$ cat config.mk
export PLATFORM = sky130hd
export DESIGN_NAME = interrupt_and_timer_events
export DESIGN_NICKNAME = d
export VERILOG_FILES = /design/src/rtl/irq_timer_pkg.sv /design/src/rtl/interrupt_and_timer_events.sv
export VERILOG_INCLUDE_DIRS = /design/src /design/src/rtl
export SDC_FILE = /design/constraint.sdc
export NUM_CORES = 1
export LEC_CHECK = 0
export ABC_AREA = 1
export BUFFER_PORTS_ARGS = -buffer_cell sky130_fd_sc_hd__buf_2
export CAP_MARGIN = 10
export CORE_MARGIN = 8
export CORE_UTILIZATION = 54
export CTS_CLUSTER_DIAMETER = 150
export DETAILED_ROUTE_END_ITERATION = 12
export GPL_TIMING_DRIVEN = 1
export PLACE_DENSITY = 0.87
export SETUP_SLACK_MARGIN = 0.5
export SYNTH_ARGS = -nofsm -noshare
export SYNTH_HDL_FRONTEND = slang
export SYNTH_SLANG_ARGS = --single-unit
$ cat constraint.sdc
create_clock -name clk -period 2.5 [get_ports clk]
set_clock_uncertainty 0.15 [all_clocks]
set_input_delay 0.25 -clock clk [delete_from_list [all_inputs] [get_ports clk]]
set_output_delay 0.25 -clock clk [all_outputs]
set_load 0.02 [all_outputs]
$ cat src/rtl/irq_timer_consts.svh
/*
 * Constants for the interrupt controller and free-running timer:
 * field positions, reset values and timing counts.
 * Assumes a 125 MHz core clock and a 1 MHz tick strobe on that clock.
 */
`ifndef IRQ_TIMER_CONSTS_SVH
`define IRQ_TIMER_CONSTS_SVH

`define TMR_WIDTH 12
`define TMR_RESET 12'h000
`define TMR_MAX 12'hfff
// 1 MHz tick: each count is 1 us, so bit 6 toggles every 64 us (128 us period)
`define TMR_TICK_NS 1000
`define TAP_128US_PERIOD_US 128
`define TAP_1MS_PERIOD_US 1024
`define TAP_128US_BIT 6
`define TAP_1MS_BIT 9
`define IRQ_COUNT 7
`define GPIO_WIDTH 10
`define IRQ_BUS_RESET 0
`define IRQ_TAP_128US 1
`define IRQ_TAP_1MS 2
`define IRQ_EP0 3
`define IRQ_EP1 4
`define IRQ_GPIO 5
`define IRQ_WAKEUP 6
`define IRQ_NONE_VEC 3'h7
`define MASK_RESET 7'h00
`define GPIO_RESET 10'h000

`endif

$ cat src/rtl/irq_timer_pkg.sv
/*
 * Types shared by the interrupt controller.
 * Assumes irq_timer_consts.svh supplies widths.
 */
`include "irq_timer_consts.svh"
`default_nettype none
package irq_timer_pkg;
  typedef logic [`IRQ_COUNT-1:0] irq_vec_t;
  typedef logic [`GPIO_WIDTH-1:0] gpio_t;
  // one request toward the core
  typedef struct packed {
    logic valid;
    logic [2:0] vector;
  } irq_req_s;
  // per-pin gpio interrupt configuration
  typedef struct packed {
    gpio_t enable;
    gpio_t rising;
  } gpio_cfg_s;
  typedef enum logic [1:0] {
    ST_IDLE = 2'b00,
    ST_REQ = 2'b01,
    ST_WAIT = 2'b11
  } dispatch_e;
endpackage
`default_nettype wire

$ cat src/rtl/interrupt_and_timer_events.sv
/*
 * Vectored interrupt controller with the 12-bit free-running timer.
 * Assumes tick_1mhz is a one-cycle strobe on clk, event inputs are clk-domain
 * pulses, gpio_pins come from pads, and the core acks each dispatched vector.
 */
`include "irq_timer_consts.svh"
`default_nettype none
module interrupt_and_timer_events (
  input wire logic clk,
  input wire logic reset,
  input wire logic tick_1mhz,
  input wire logic timer_irq_enable,
  input wire logic bus_reset_event,
  input wire logic ep0_done,
  input wire logic ep1_done,
  input wire logic wakeup_event,
  input wire irq_timer_pkg::gpio_t gpio_pins,
  input wire irq_timer_pkg::gpio_cfg_s gpio_cfg,
  input wire irq_timer_pkg::irq_vec_t irq_mask,
  input wire logic global_enable,
  input wire logic irq_ack,
  output logic [`TMR_WIDTH-1:0] timer_count,
  output irq_timer_pkg::irq_vec_t irq_pending,
  output irq_timer_pkg::irq_req_s irq_req
);
  logic [`TMR_WIDTH-1:0] count_reg;
  logic [`TMR_WIDTH-1:0] count_next;
  irq_timer_pkg::gpio_t pin_synced;
  irq_timer_pkg::gpio_t pin_last_reg;
  irq_timer_pkg::irq_vec_t pend_reg;
  irq_timer_pkg::irq_vec_t pend_next;
  irq_timer_pkg::irq_vec_t events;
  irq_timer_pkg::irq_vec_t ready;
  irq_timer_pkg::irq_req_s req_reg;
  irq_timer_pkg::irq_req_s req_next;
  irq_timer_pkg::dispatch_e state_reg;
  irq_timer_pkg::dispatch_e state_next;
  irq_timer_pkg::irq_vec_t grant_clear;
  irq_timer_pkg::gpio_t pin_rise;
  irq_timer_pkg::gpio_t pin_fall;
  irq_timer_pkg::gpio_t pin_hit;
  logic tap_128_rise;
  logic tap_1ms_rise;
  logic [2:0] pick_vec;
  logic pick_valid;

  // wraps naturally at the 12-bit boundary
  assign count_next = tick_1mhz ? count_reg + `TMR_WIDTH'(1) : count_reg;

  always_ff @(posedge clk or posedge reset) begin
    if (reset) begin
      count_reg <= `TMR_RESET;
    end else begin
      count_reg <= count_next;
    end
  end

  // read path is a plain copy, so reading never affects counting
  assign timer_count = count_reg;

  // a tap fires when its bit goes high: once per full period of that bit
  tap_edge #(
    .BIT(`TAP_128US_BIT)
  ) tap_fast (
    .tick(tick_1mhz),
    .count_now(count_reg),
    .count_after(count_next),
    .rise(tap_128_rise)
  );
  tap_edge #(
    .BIT(`TAP_1MS_BIT)
  ) tap_slow (
    .tick(tick_1mhz),
    .count_now(count_reg),
    .count_after(count_next),
    .rise(tap_1ms_rise)
  );

  // gpio pads: two flops, then edge detect on the synced copy only
  pin_sync #(
    .WIDTH(`GPIO_WIDTH)
  ) gpio_sync (
    .clk(clk),
    .reset(reset),
    .pins(gpio_pins),
    .synced(pin_synced)
  );

  // history starts low, so a pin high at release reads as a rising edge
  always_ff @(posedge clk or posedge reset) begin
    if (reset) begin
      pin_last_reg <= `GPIO_RESET;
    end else begin
      pin_last_reg <= pin_synced;
    end
  end

  assign pin_rise = pin_synced & ~pin_last_reg;
  assign pin_fall = ~pin_synced & pin_last_reg;
  assign pin_hit = (gpio_cfg.rising & pin_rise) | (~gpio_cfg.rising & pin_fall);
  // disabled pins never contribute
  wire gpio_event = |(pin_hit & gpio_cfg.enable);

  assign events[`IRQ_BUS_RESET] = bus_reset_event;
  assign events[`IRQ_TAP_128US] = timer_irq_enable && tap_128_rise;
  assign events[`IRQ_TAP_1MS] = timer_irq_enable && tap_1ms_rise;
  assign events[`IRQ_EP0] = ep0_done;
  assign events[`IRQ_EP1] = ep1_done;
  assign events[`IRQ_GPIO] = gpio_event;
  assign events[`IRQ_WAKEUP] = wakeup_event;

  // a new event in the grant cycle survives: set wins over clear
  assign pend_next = (pend_reg & ~grant_clear) | events;

  always_ff @(posedge clk or posedge reset) begin
    if (reset) begin
      pend_reg <= `MASK_RESET;
    end else begin
      pend_reg <= pend_next;
    end
  end

  assign irq_pending = pend_reg;
  assign ready = pend_reg & irq_mask;

  // fixed priority: lowest index (bus reset) first
  always_comb begin
    pick_vec = `IRQ_NONE_VEC;
    pick_valid = 1'b0;
    for (int i = `IRQ_COUNT - 1; i >= 0; i--) begin
      if (ready[i]) begin
        pick_vec = 3'(i);
        pick_valid = 1'b1;
      end
    end
  end

  // one vector per source, held until the core acks it
  always_comb begin
    state_next = state_reg;
    req_next = req_reg;
    grant_clear = '0;
    unique case (state_reg)
      irq_timer_pkg::ST_IDLE: begin
        if (pick_valid && global_enable) begin
          req_next.valid = 1'b1;
          req_next.vector = pick_vec;
          state_next = irq_timer_pkg::ST_REQ;
        end
      end
      irq_timer_pkg::ST_REQ: begin
        if (irq_ack) begin
          grant_clear[req_reg.vector] = 1'b1;
          req_next.valid = 1'b0;
          state_next = irq_timer_pkg::ST_WAIT;
        end
      end
      irq_timer_pkg::ST_WAIT: begin
        // one idle cycle lets the core mask further requests on entry
        state_next = irq_timer_pkg::ST_IDLE;
      end
      default: begin
        state_next = irq_timer_pkg::ST_IDLE;
        req_next.valid = 1'b0;
      end
    endcase
  end

  always_ff @(posedge clk or posedge reset) begin
    if (reset) begin
      state_reg <= irq_timer_pkg::ST_IDLE;
      req_reg <= '0;
    end else begin
      state_reg <= state_next;
      req_reg <= req_next;
    end
  end

  assign irq_req = req_reg;
endmodule

// strobe when the watched count bit goes from low to high on a tick
module tap_edge #(
  parameter int BIT = 0
) (
  input wire logic tick,
  input wire logic [`TMR_WIDTH-1:0] count_now,
  input wire logic [`TMR_WIDTH-1:0] count_after,
  output logic rise
);
  // one strobe per full period of the watched bit, not per half period
  assign rise = tick && count_after[BIT] && !count_now[BIT];
endmodule

// two-flop synchroniser for asynchronous pad levels
module pin_sync #(
  parameter int WIDTH = 1
) (
  input wire logic clk,
  input wire logic reset,
  input wire logic [WIDTH-1:0] pins,
  output logic [WIDTH-1:0] synced
);
  logic [WIDTH-1:0] meta_reg;
  logic [WIDTH-1:0] sync_reg;

  // only sync_reg leaves here: meta_reg may still be settling
  always_ff @(posedge clk or posedge reset) begin
    if (reset) begin
      meta_reg <= '0;
      sync_reg <= '0;
    end else begin
      meta_reg <= pins;
      sync_reg <= meta_reg;
    end
  end

  assign synced = sync_reg;
endmodule
`default_nettype wire

==> impl_results.md, run 1 <==
- Most instantiated cells after synthesis: dfrtp_1 (55), nand2_1 (53), inv_1 (33), nand3_1 (18), o21ai_0 (17)
- Combined global-route utilization of all metal layers: 15.2%
- Combined area of all synthesized cells: 2230 µm²
- IO Pins: 70
- Part of the total power dissipated in sequential elements: 50.8%
- Number of port buffers: 69
- CTS max path bufs: 2
- Starting density of the core: 55.8%
- Total Negative Setup Slacks: 0 ns
- Finish-stage setup viols: 0
- Congestion Overflow GR: 0
- Multi-input combinational cell area: 726 µm²
- Synthesized area per cell: 9.71 µm²
- Net count after synthesis: roughly 280
- Share of the clock period used by the worst path after layout: just over 60%
- Final cell count without fillers: 373
- EDFF count, synth: 0
- First-pass GRT wire length: approximately 7800 µm
- Number of distinct library cells after synthesis: 23
- Via density per instance: 4.69
- Most common flop cell mapped by yosys: dfrtp_1
- Crit path max fanout: 5
- Switching power summed over all nets: 825 µW
- Antenna-violating nets left: 0
- Class of the most critical hold timing path: in2reg
- Cells on Worst Hold Path: 3
- Type of origin of the critical path: register
- Router iterations before antenna repair: 4
- Count of state elements after synthesis: 55
- Headroom to the max-slew limit: 56.5%
- Clock sinks: 55
- Area inside the core boundary: 4000 µm²
- Die Y: 80.3 µm
- Largest net degree at the start of global routing: 34
- Final weighted congestion in routability-driven placement: between 0.8 and 0.9
- Nets: 370
- Static power due to leakage: 1.54 nW
- Cell type contributing the most total cell area after synthesis: dfrtp_1
- N_diodes: 0
- Library cell used as clock root buffer: clkbuf_8
- Initial antenna violation count: 0
- Post-route DRC violation count: 0
- Post-CTS Repair Setup Buffers: 0
- Layout cell share with drive strength beyond 1: between 20% and 30%
- Power share of the clock group: 20.7%
- Count of fill cells added during filler insertion: between 200 and 300
- Async SR Flop Fraction: 100%
- Final critical path time including I/O delays and setup: roughly 1.5 ns
- # H-tree levels: 2
- Area fraction of the dominant cell type after synthesis: around three fifths
- Run status: completed
- Number of max-capacitance violations reported: 0
- Seq/Total Area, Yosys: 61.6%
- Horizontal extent of the die: 80.3 µm
- Overall via count from detail_route: 1,750
- Register area: 1380 µm²
- Crit path kind: reg2reg
- RSZ-0062 raised after global routing: no
- Pwr dens: roughly 790 nW/µm²
- Switching part of the total power: about 36%
- Post-route cell area: 2890 µm²
- Worst Tran Pin Value: 0.651 ns
- Total of hold buffers inserted after clock tree synthesis: 15
- Clock insertion delay at the later pin of the skew report: 0.29 ns
- Cell-internal power: 1.47 mW
- Clock-pin slew on the worst setup and hold paths: 0.09 ns
- Worst path required time: 2.54 ns
- Routed length per placed instance: 12.5 µm
- Hold Vio Cnt, Final: 0
- Number of synthesis warnings: 0
- Area after DPL: 2650 µm²
- Violation count after the first detailed-routing iteration: 55
- Total placed cells including tap cells: 350
- Most common cell in the synthesized netlist: dfrtp_1
- Area enclosed by the die boundary: 6450 µm²
- Portion of total power attributed to combinational logic: 28.4%
- WHS: 0.0143 ns
- Post-DP HPWL: 3610 µm
- TritonCTS buffer count: 5
- Number of gates given a new drive strength after cts: 0
- Achievable Freq: 0.654 GHz
- Number of rows created at floorplan: 23
- Cell types occupying the most area after synthesis: dfrtp_1 (62%), nand2_1 (8.9%), inv_1 (5.5%), nand3_1 (4.0%), o21ai_0 (3.8%)
- Wire length reported by the detailed router: 4680 µm
- Peak supply drop: roughly 0.76 mV
- Synth-to-Final Area Change: 29.3%
- Number of global-route vias before repair: 1,825
- Element type at the critical path end: register
- CTS tree: built
- Post-synthesis instance total: 230
- Cell depth of the worst flop-to-flop path: 5
- CP Data Arrival Time: 1.57 ns
- Number of flip-flops in the largest register: 12
- Slew Limit Fails: 0
-- critical path, stage by stage (launching register included) --
cell,delay [ns]
dfrtp_1,0.44
ha_1,0.23
nand3_1,0.12
nor3_2,0.22
nand3_1,0.11
xor2_1,0.15
-- power groups by stage --
stage / Clock [mW] / Combinational [mW] / Sequential [mW]
floorplan: 0 / 0.305 / 1.28
global placement: 0 / 0.623 / 1.18
detailed placement: 0 / 0.640 / 1.18
CTS: 0.494 / 0.660 / 1.17
global route: 0.528 / 0.729 / 1.19
finish: 0.476 / 0.652 / 1.17
-- routing by layer --
metal | wire length (µm) | part of all wire (%) | track usage [%] | vias to the layer above
met4 | 25 | 0.53 | 3.82 | 0
met2 | 2320 | 50 | 26.3 | 43
met1 | 1970 | 42 | 17.7 | 787
met5 | 0 | 0 | 0 | -
met3 | 361 | 7.7 | 4.80 | 4
li1 | - | - | - | 916
-- final timing paths --
kind	start	to	slack, ns
worst min-delay path	timer_irq_enable	irq_pending[1]	0.01
worst min register to register	gpio_sync.meta_reg[8]	gpio_sync.synced[8]	0.21
min in group asynchronous	reset	gpio_sync.meta_reg[1]	0.44
worst max register to register	timer_count[0]	timer_count[10]	0.97
worst max-delay path	timer_count[0]	timer_count[10]	0.97
max in group asynchronous	reset	irq_pending[4]	1.11
-- logic make-up after synthesis --
family | after synthesis | synth area share, %
buffers and inverters | 34 | 5.88
and+or+nand+nor | 100 | 20.0
adders and majority gates | 1 | 0.560
AOI/OAI and AO/OA | 30 | 7.90
muxes | 1 | 0.504
xor gates and xnor gates | 9 | 3.53
DFF | 55 | 61.6
-- stage by stage --
stage               util (%)  total power [mW]  setup slack, ns
CTS                     72.2              2.32            0.966
detailed placement      66.2              1.82            0.976
floorplan                  -              1.59            0.757
global route            72.2              2.45            0.868
global placement        66.2              1.80             1.04
finish                  72.2              2.29            0.971
-- placed cells by master, fill, tap and decap left out --
cell	n
mux2_2	1
xnor2_1	2
nor3_2	1
nand3_1	18
nor3_1	2
o21bai_1	2
nand4_1	5
buf_2	69
dlygate4sd3_1	15
inv_2	1
clkinvlp_4	1
nor2_4	2
nor2_1	14
a22oi_1	1
xor2_1	7
buf_4	2
ha_1	1
nand2_1	53
nand2_2	2
clkbuf_1	1
a21o_1	7
nor2_2	2
o21ai_0	17
inv_1	32
dfrtp_1	55
and3_1	1
a21oi_1	2
inv_6	1
clkbuf_8	5
a31oi_1	1
-- final cells by class --
type	count	area share (%)
Timing Repair Buffer	86	17.7
Clock buffer	6	2.51
Sequential cell	55	47.7
Multi-Input combinational cell	141	25.1
Inverter	33	4.29
Clock inverter	2	0.563
Tap cell	50	2.17
(Power assumes the default switching activity.)
==> run 2, diff against run 1 <==
Settings changed: CORE_UTILIZATION 54 to 50, PLACE_DENSITY 0.87 to 0.81.
Clock period 2.5 ns to 1.5 ns, I/O delays scaled along.
==> run 2 against run 1 <==
Register-to-register slack lost 0.86 ns; global-route usage grew 1.1 points; cell area increased by 25%; non-clock buffer count increased by 41; routed wire length up 41%; clock power increased by 70%; hold slack got worse by 0.0028 ns; combinational power grew to 3.3 times the previous value; sequential cell count is the same; critical path type unchanged.
==> impl_results.md, run 2 (synthesized netlist as in run 1, its figures left out) <==
- Run status: completed
- Nets: 411 (+11%)
- Area after DPL: 2730 µm² (+3.2%)
- Peak supply drop: 1.20 mV (+58%)
- Router iterations before antenna repair: 4 (unchanged)
- Post-DP HPWL: 3610 µm (+0.16%)
- Class of the most critical hold timing path: in2reg
- First-pass GRT wire length: 9360 µm (+20%)
- Achievable Freq: 0.722 GHz (+10%)
- Overall via count from detail_route: 2,082 (+19%)
- Slew Limit Fails: 0 (unchanged)
- Finish-stage setup viols: 0 (unchanged)
- Synth-to-Final Area Change: 61.8%
- # H-tree levels: 2 (unchanged)
- Crit path kind: reg2reg
- Violation count after the first detailed-routing iteration: 106 (+93%)
- Cell-internal power: 3.20 mW (+120%)
- Number of global-route vias before repair: 2,067 (+13%)
- Leading cell types in the layout, fill and taps excluded: buf_2 (47), nand2_1 (38), dfrtp_1 (36)
- Headroom to the max-slew limit: 80.1% (+24 points)
- Total placed cells including tap cells: 351 (+0.29%)
- Static power due to leakage: 1.83 nW (+19%)
- Routed length per placed instance: 15.8 µm (+26%)
- Count of fill cells added during filler insertion: 234 (-20%)
- Worst path required time: 1.55 ns (-0.99 ns)
- Area enclosed by the die boundary: 6860 µm² (+6.4%)
- Area inside the core boundary: 4320 µm² (+8.1%)
- Top Usage Layer GRT: met2
- TritonCTS buffer count: 5 (unchanged)
- Post-route DRC violation count: 0 (unchanged)
- Number of flip-flops in the largest register: 12 (unchanged)
- CTS tree: built
- Largest net degree at the start of global routing: 56 (+65%)
- Global routing usage on met3: 4.59% (-0.21 points)
- Post-route cell area: 3610 µm² (+25%)
- Combined global-route utilization of all metal layers: 16.3% (+1.1 points)
- Library cell used as clock root buffer: clkbuf_8
- PnR worst setup slack: 0.115 ns (-0.855 ns)
- Crit path max fanout: 5 (unchanged)
- Starting density of the core: 51.6% (-4.2 points)
- Final critical path time including I/O delays and setup: 1.38 ns (-0.145 ns)
- Number of max-capacitance violations reported: 0 (unchanged)
- Part of the total power dissipated in sequential elements: 40.8% (-10 points)
- CP Data Arrival Time: 1.43 ns (-0.14 ns)
- Wire length reported by the detailed router: 6590 µm (+41%)
- Final weighted congestion in routability-driven placement: 0.818 (-1.1%)
- Via density per instance: 5.00 (+6.7%)
- Type of origin of the critical path: register
- Switching power summed over all nets: 1.84 mW (+120%)
- Met1 usage: 17.6% (about the same)
- Die Y: 82.8 µm (+3.1%)
- Met2 usage in global routing: 29.2% (+2.9 points)
- Hold Vio Cnt, Final: 0 (unchanged)
- Clock-pin slew on the worst setup and hold paths: 0.10 ns (about the same)
- Pwr dens: 1390 nW/µm² (+75%)
- Commonest non-fill, non-tap cell in the layout: buf_2
- Number of port buffers: 69 (unchanged)
- Clock insertion delay at the later pin of the skew report: 0.30 ns (about the same)
- Horizontal extent of the die: 82.8 µm (+3.1%)
- RSZ-0062 raised after global routing: yes
- Antenna-violating nets left: 0 (unchanged)
- CTS max path bufs: 2 (unchanged)
- Congestion Overflow GR: 0 (unchanged)
- Final cell count without fillers: 416 (+12%)
- Power share of the clock group: 16.1% (-4.6 points)
- IO Pins: 70 (unchanged)
- Worst Tran Pin Value: 0.296 ns (-0.355 ns)
- Portion of total power attributed to combinational logic: 43.1% (+15 points)
- Share of the clock period used by the worst path after layout: 92.3% (+31 points)
- Total Negative Setup Slacks: 0 ns (unchanged)
- Initial antenna violation count: 0 (unchanged)
- Number of rows created at floorplan: 24 (+4.3%)
- Worst slack after detailed placement: 0.0753 ns (-0.901 ns)
- Core utilization of the finished layout: 83.6% (+11 points)
- Switching part of the total power: 36.5% (+0.56 points)
- Clock sinks: 55 (unchanged)
- Layout cell share with drive strength beyond 1: 50.5% (+24 points)
- N_diodes: 0 (unchanged)
- Element type at the critical path end: register
[run 2: cell count changes in the layout (fill, tap and decap cells not counted), sizes merged]
cell         delta
inv             -1
buf            +39
clkinvlp        +1
dlygate4sd3     +2
[run 2: metal layers]
metal	part of all wire, %	vias to the layer above
li1	-	1000
met1	38	1001
met2	54	68
met3	5.0	13
met4	2.3	0
met5	0	-
[run 2: final timing paths]
| kind | from | end | slack (ns) | cells after the start |
|---|---|---|---|---|
| hold reg to reg | gpio_sync.meta_reg[4] | gpio_sync.synced[4] | 0.21 | 0 |
| setup reg to reg | irq_pending[0] | irq_req[2] | 0.12 | 8 |
| min in group asynchronous | reset | gpio_sync.meta_reg[1] | 0.31 | 4 |
| setup / recovery | irq_pending[0] | irq_req[2] | 0.12 | 8 |
| hold / removal | gpio_cfg[15] | irq_pending[5] | 0.01 | 5 |
| max in group asynchronous | reset | timer_count[0] | 0.64 | 4 |
[run 2: power groups by stage]
| stage | logic, mW | registers [mW] | clock network (mW) |
|---|---|---|---|
| 2_1_floorplan | 0.604 | 2.20 | 0 |
| 3_3_place_gp | 1.15 | 2.03 | 0 |
| 3_5_place_dp | 1.16 | 2.04 | 0 |
| 4_1_cts | 1.73 | 2.02 | 0.839 |
| 5_1_grt | 2.33 | 2.08 | 0.889 |
| 6_report | 2.17 | 2.05 | 0.811 |
[run 2: stage by stage]
| step | hold slack [ns] | power [mW] |
|---|---|---|
| detailed placement | 0.0947 | 3.21 |
| floorplan | 0.0314 | 2.80 |
| finish | 0.0115 | 5.04 |
| global placement | 0.0936 | 3.17 |
| CTS | 0.00336 | 4.59 |
| global route | 0.0388 | 5.30 |
[run 2: final cells by class]
| cell class | count | area (µm²) | share of cell area [%] |
|---|---|---|---|
| repair buffers | 127 | 1010 | 27.9 |
| inverters | 33 | 128 | 3.53 |
| well taps | 52 | 65.1 | 1.80 |
| clock buffers | 6 | 72.6 | 2.01 |
| multi-input cells | 141 | 925 | 25.6 |
| clock inverters | 2 | 16.3 | 0.450 |
| flip-flops and latches | 55 | 1400 | 38.7 |
[run 2: critical path: stages (launching register included)]
cell and delay, ns:
dfrtp_2 0.45, nand2_2 0.11, nand2_4 0.07, nor2_4 0.14
nand2_2 0.10, nand2_2 0.10, nor2_4 0.05, nand2_1 0.05
o21ai_1 0.05
[run 2: repair_timing]
action                                 CTS  global route
pin swaps                               20            17
endpoints found under the hold margin   73             0
setup buffers                           22            18
resized for setup                       55            40
setup endpoints to repair               46            47
hold buffers                            17             0
==> run 3, diff against run 2 <==
Settings changed: CORE_UTILIZATION 50 to 45, PLACE_DENSITY 0.81 to 0.78.
Clock period 1.5 ns to 1.21 ns, I/O delays scaled along.
==> run 3 against run 2 <==
The run now ends with hold timing, setup timing left; utilization is 4.6 points lower; sequential cell count stayed put; critical path depth is 3 lower; global-route usage is 0.12 points higher; first-iteration DRC count is 51% lower; combinational power is 36% higher; via count is 0.58% lower; clock power is 27% higher; cell area is 3.9% higher; highest routed layer is now met5.
==> impl_results.md, run 3 (synthesized netlist as in run 1, its figures left out) <==
- Crit path max fanout: 3 (-2)
- Final critical path time including I/O delays and setup: 1.35 ns (-0.0310 ns)
- Clock-pin slew on the worst setup and hold paths: 0.10 ns (about the same)
- Top Usage Layer GRT: met2
- Area after DPL: 3000 µm² (+9.8%)
- Nets: 424 (+3.2%)
- RSZ-0062 raised after global routing: yes
- Delay of the slowest cell on the worst path: 0.43 ns (-0.02 ns)
- Headroom to the max-slew limit: 80.8% (+0.76 points)
- Clock sinks: 55 (unchanged)
- Post-DP HPWL: 3910 µm (+8.2%)
- Number of global-route vias before repair: 2,207 (+6.8%)
- Finish-stage setup viols: 33 (+33)
- Wire length reported by the detailed router: 6190 µm (-6.1%)
- Area enclosed by the die boundary: 7470 µm² (+8.9%)
- Area inside the core boundary: 4750 µm² (+10%)
- Router iterations before antenna repair: 4 (unchanged)
- Share of the clock period used by the worst path after layout: 112% (+20 points)
- # H-tree levels: 2 (unchanged)
- Worst Tran Pin Value: 0.288 ns (-0.00823 ns)
- Multi-input combinational cell area: 922 µm² (-0.27%)
- Crit path kind: reg2reg
- Switching part of the total power: 35.6% (-0.89 points)
- Power share of the clock group: 15.8% (-0.3 points)
- Layout cell share with drive strength beyond 1: 54.6% (+4.1 points)
- Met1 usage: 16.8% (-0.88 points)
- Violation count after the first detailed-routing iteration: 52 (-51%)
- Number of flip-flops in the largest register: 12 (unchanged)
- Congestion Overflow GR: 0 (unchanged)
- Number of port buffers: 69 (unchanged)
- Antenna-violating nets left: 0 (unchanged)
- CTS max path bufs: 2 (unchanged)
- WHS: -0.286 ns (-0.297 ns)
- Core utilization of the finished layout: 79.0% (-4.6 points)
- CP Capture Point: timer_count[10]
- Peak supply drop: 1.71 mV (+42%)
- Total Negative Setup Slacks: -2.13 ns (-2.13 ns)
- IO Pins: 70 (unchanged)
- Post-route DRC violation count: 0 (unchanged)
- Class of the most critical hold timing path: in2async
- Via density per instance: 4.66 (-6.8%)
- Die Y: 86.5 µm (+4.4%)
- Element type at the critical path end: register
- CTS tree: built
- Count of fill cells added during filler insertion: 312 (+33%)
- Flop-to-flop setup slack: -0.14 ns (-0.26 ns)
- Cell depth of the worst flop-to-flop path: 5 (-3)
- Global routing usage on met3: 4.63% (+0.042 points)
- Launching instance or port of the critical path: timer_count[1]
- Type of origin of the critical path: register
- Number of max-capacitance violations reported: 0 (unchanged)
- CP Data Arrival Time: 1.40 ns (-0.03 ns)
- Pwr dens: 1730 nW/µm² (+24%)
- Worst path required time: 1.26 ns (-0.29 ns)
- Synth-to-Final Area Change: 68.1%
- Leading cell types in the layout, fill and taps excluded: buf_2 (46), buf_6 (42), buf_4 (41)
- Final weighted congestion in routability-driven placement: 0.785 (-4.1%)
- Commonest non-fill, non-tap cell in the layout: buf_2
- Achievable Freq: 0.739 GHz (+2.3%)
- Violations in the final reports: hold timing, setup timing
- First-pass GRT wire length: 9720 µm (+3.8%)
- Met2 usage in global routing: 31.0% (+1.8 points)
- Run status: complete, but fails checks
- Switching power summed over all nets: 2.31 mW (+26%)
- Combined global-route utilization of all metal layers: 16.4% (+0.12 points)
- Cell-internal power: 4.17 mW (+31%)
- PnR worst setup slack: -0.144 ns (-0.259 ns)
- Starting density of the core: 47.0% (-4.7 points)
- Horizontal extent of the die: 86.5 µm (+4.4%)
- Portion of total power attributed to combinational logic: 45.7% (+2.6 points)
- Hold Vio Cnt, Final: 66 (+66)
- Number of rows created at floorplan: 25 (+4.2%)
- Initial antenna violation count: 1 (+1)
- R2r startpoint: timer_count[1]
- Routed length per placed instance: 13.9 µm (-12%)
- Register area: 1400 µm² (about the same)
- Post-route cell area: 3750 µm² (+3.9%)
- Part of the total power dissipated in sequential elements: 38.5% (-2.3 points)
- Largest net degree at the start of global routing: 56 (unchanged)
- Library cell used as clock root buffer: clkbuf_8
- TritonCTS buffer count: 5 (unchanged)
- Static power due to leakage: 1.90 nW (+3.5%)
- Reg-to-reg critical path endpoint: timer_count[10]
- Overall via count from detail_route: 2,070 (-0.58%)
- Clock insertion delay at the later pin of the skew report: 0.31 ns (about the same)
- Slew Limit Fails: 0 (unchanged)
- Cells traversed along the worst timing path: ha_4 > nand3_4 > nor3_4 > nand3_2 > xor2_1
- Cell type of the slowest stage on the worst timing path: dfrtp_2
- N_diodes: 0 (unchanged)
[run 3: changes by cell type in the layout (fill, tap and decap cells not counted), sizes merged]
cell,delta
dlygate4sd3,-7
buf,+20
[run 3: area by class of cell]
type / instances / share of cell area (%)
sequential: 55 / 37.3
clock buffer: 6 / 1.93
inverter: 33 / 3.40
multi-input combinational: 141 / 24.6
tap: 67 / 2.23
timing repair buffer: 140 / 30.1
clock inverter: 2 / 0.433
[run 3: stage by stage]
stage	power, mW	instances	worst slack, ns
detailed placement	4.40	399	-0.150
global placement	4.35	399	-0.111
global route	6.84	444	-0.213
finish	6.48	444	-0.144
floorplan	3.48	230	-0.226
CTS	6.24	435	-0.132
[run 3: repair_timing]
action                                 CTS  global route
buffers inserted                        20             7
hold buffers                             8             2
pin swaps                               25            16
resized for setup                       83            21
endpoints found under the hold margin   76            67
setup endpoints to repair               48            48
[run 3: critical path, delay by kind of cell, from the launching register on]
| kind | cells | cell delay [ns] |
|---|---|---|
| DFF | 1 | 0.43 |
| and+or+nand+nor | 3 | 0.35 |
| adders and majority gates | 1 | 0.16 |
| xor gates and xnor gates | 1 | 0.16 |
[run 3: how the worst min path moves through the flow]
stage,startpoint,to,slack [ns],cells after the start
finish,reset,pin_last_reg[4],-0.29,3
global route,reset,pin_last_reg[4],-0.27,3
CTS,reset,gpio_sync.meta_reg[4],-0.28,3
detailed placement,reset,gpio_sync.meta_reg[4],0.07,3
global placement,reset,gpio_sync.meta_reg[4],0.06,3
floorplan,gpio_pins[0],gpio_sync.meta_reg[0],0.002,0
[run 3: per-layer routing]
layer | share of wire [%] | up-vias | wire length (µm)
li1 | - | 1029 | -
met3 | 4.9 | 11 | 302
met2 | 57 | 52 | 3540
met1 | 36 | 976 | 2250
met4 | 1.4 | 2 | 84
met5 | 0.21 | - | 13
[run 3: power groups by stage]
stage	Combinational [mW]	Clock [mW]	Sequential, mW
floorplan	0.749	0	2.73
global placement	1.91	0	2.44
detailed placement	1.95	0	2.46
CTS	2.71	1.06	2.47
global route	3.19	1.13	2.53
finish	2.96	1.03	2.49
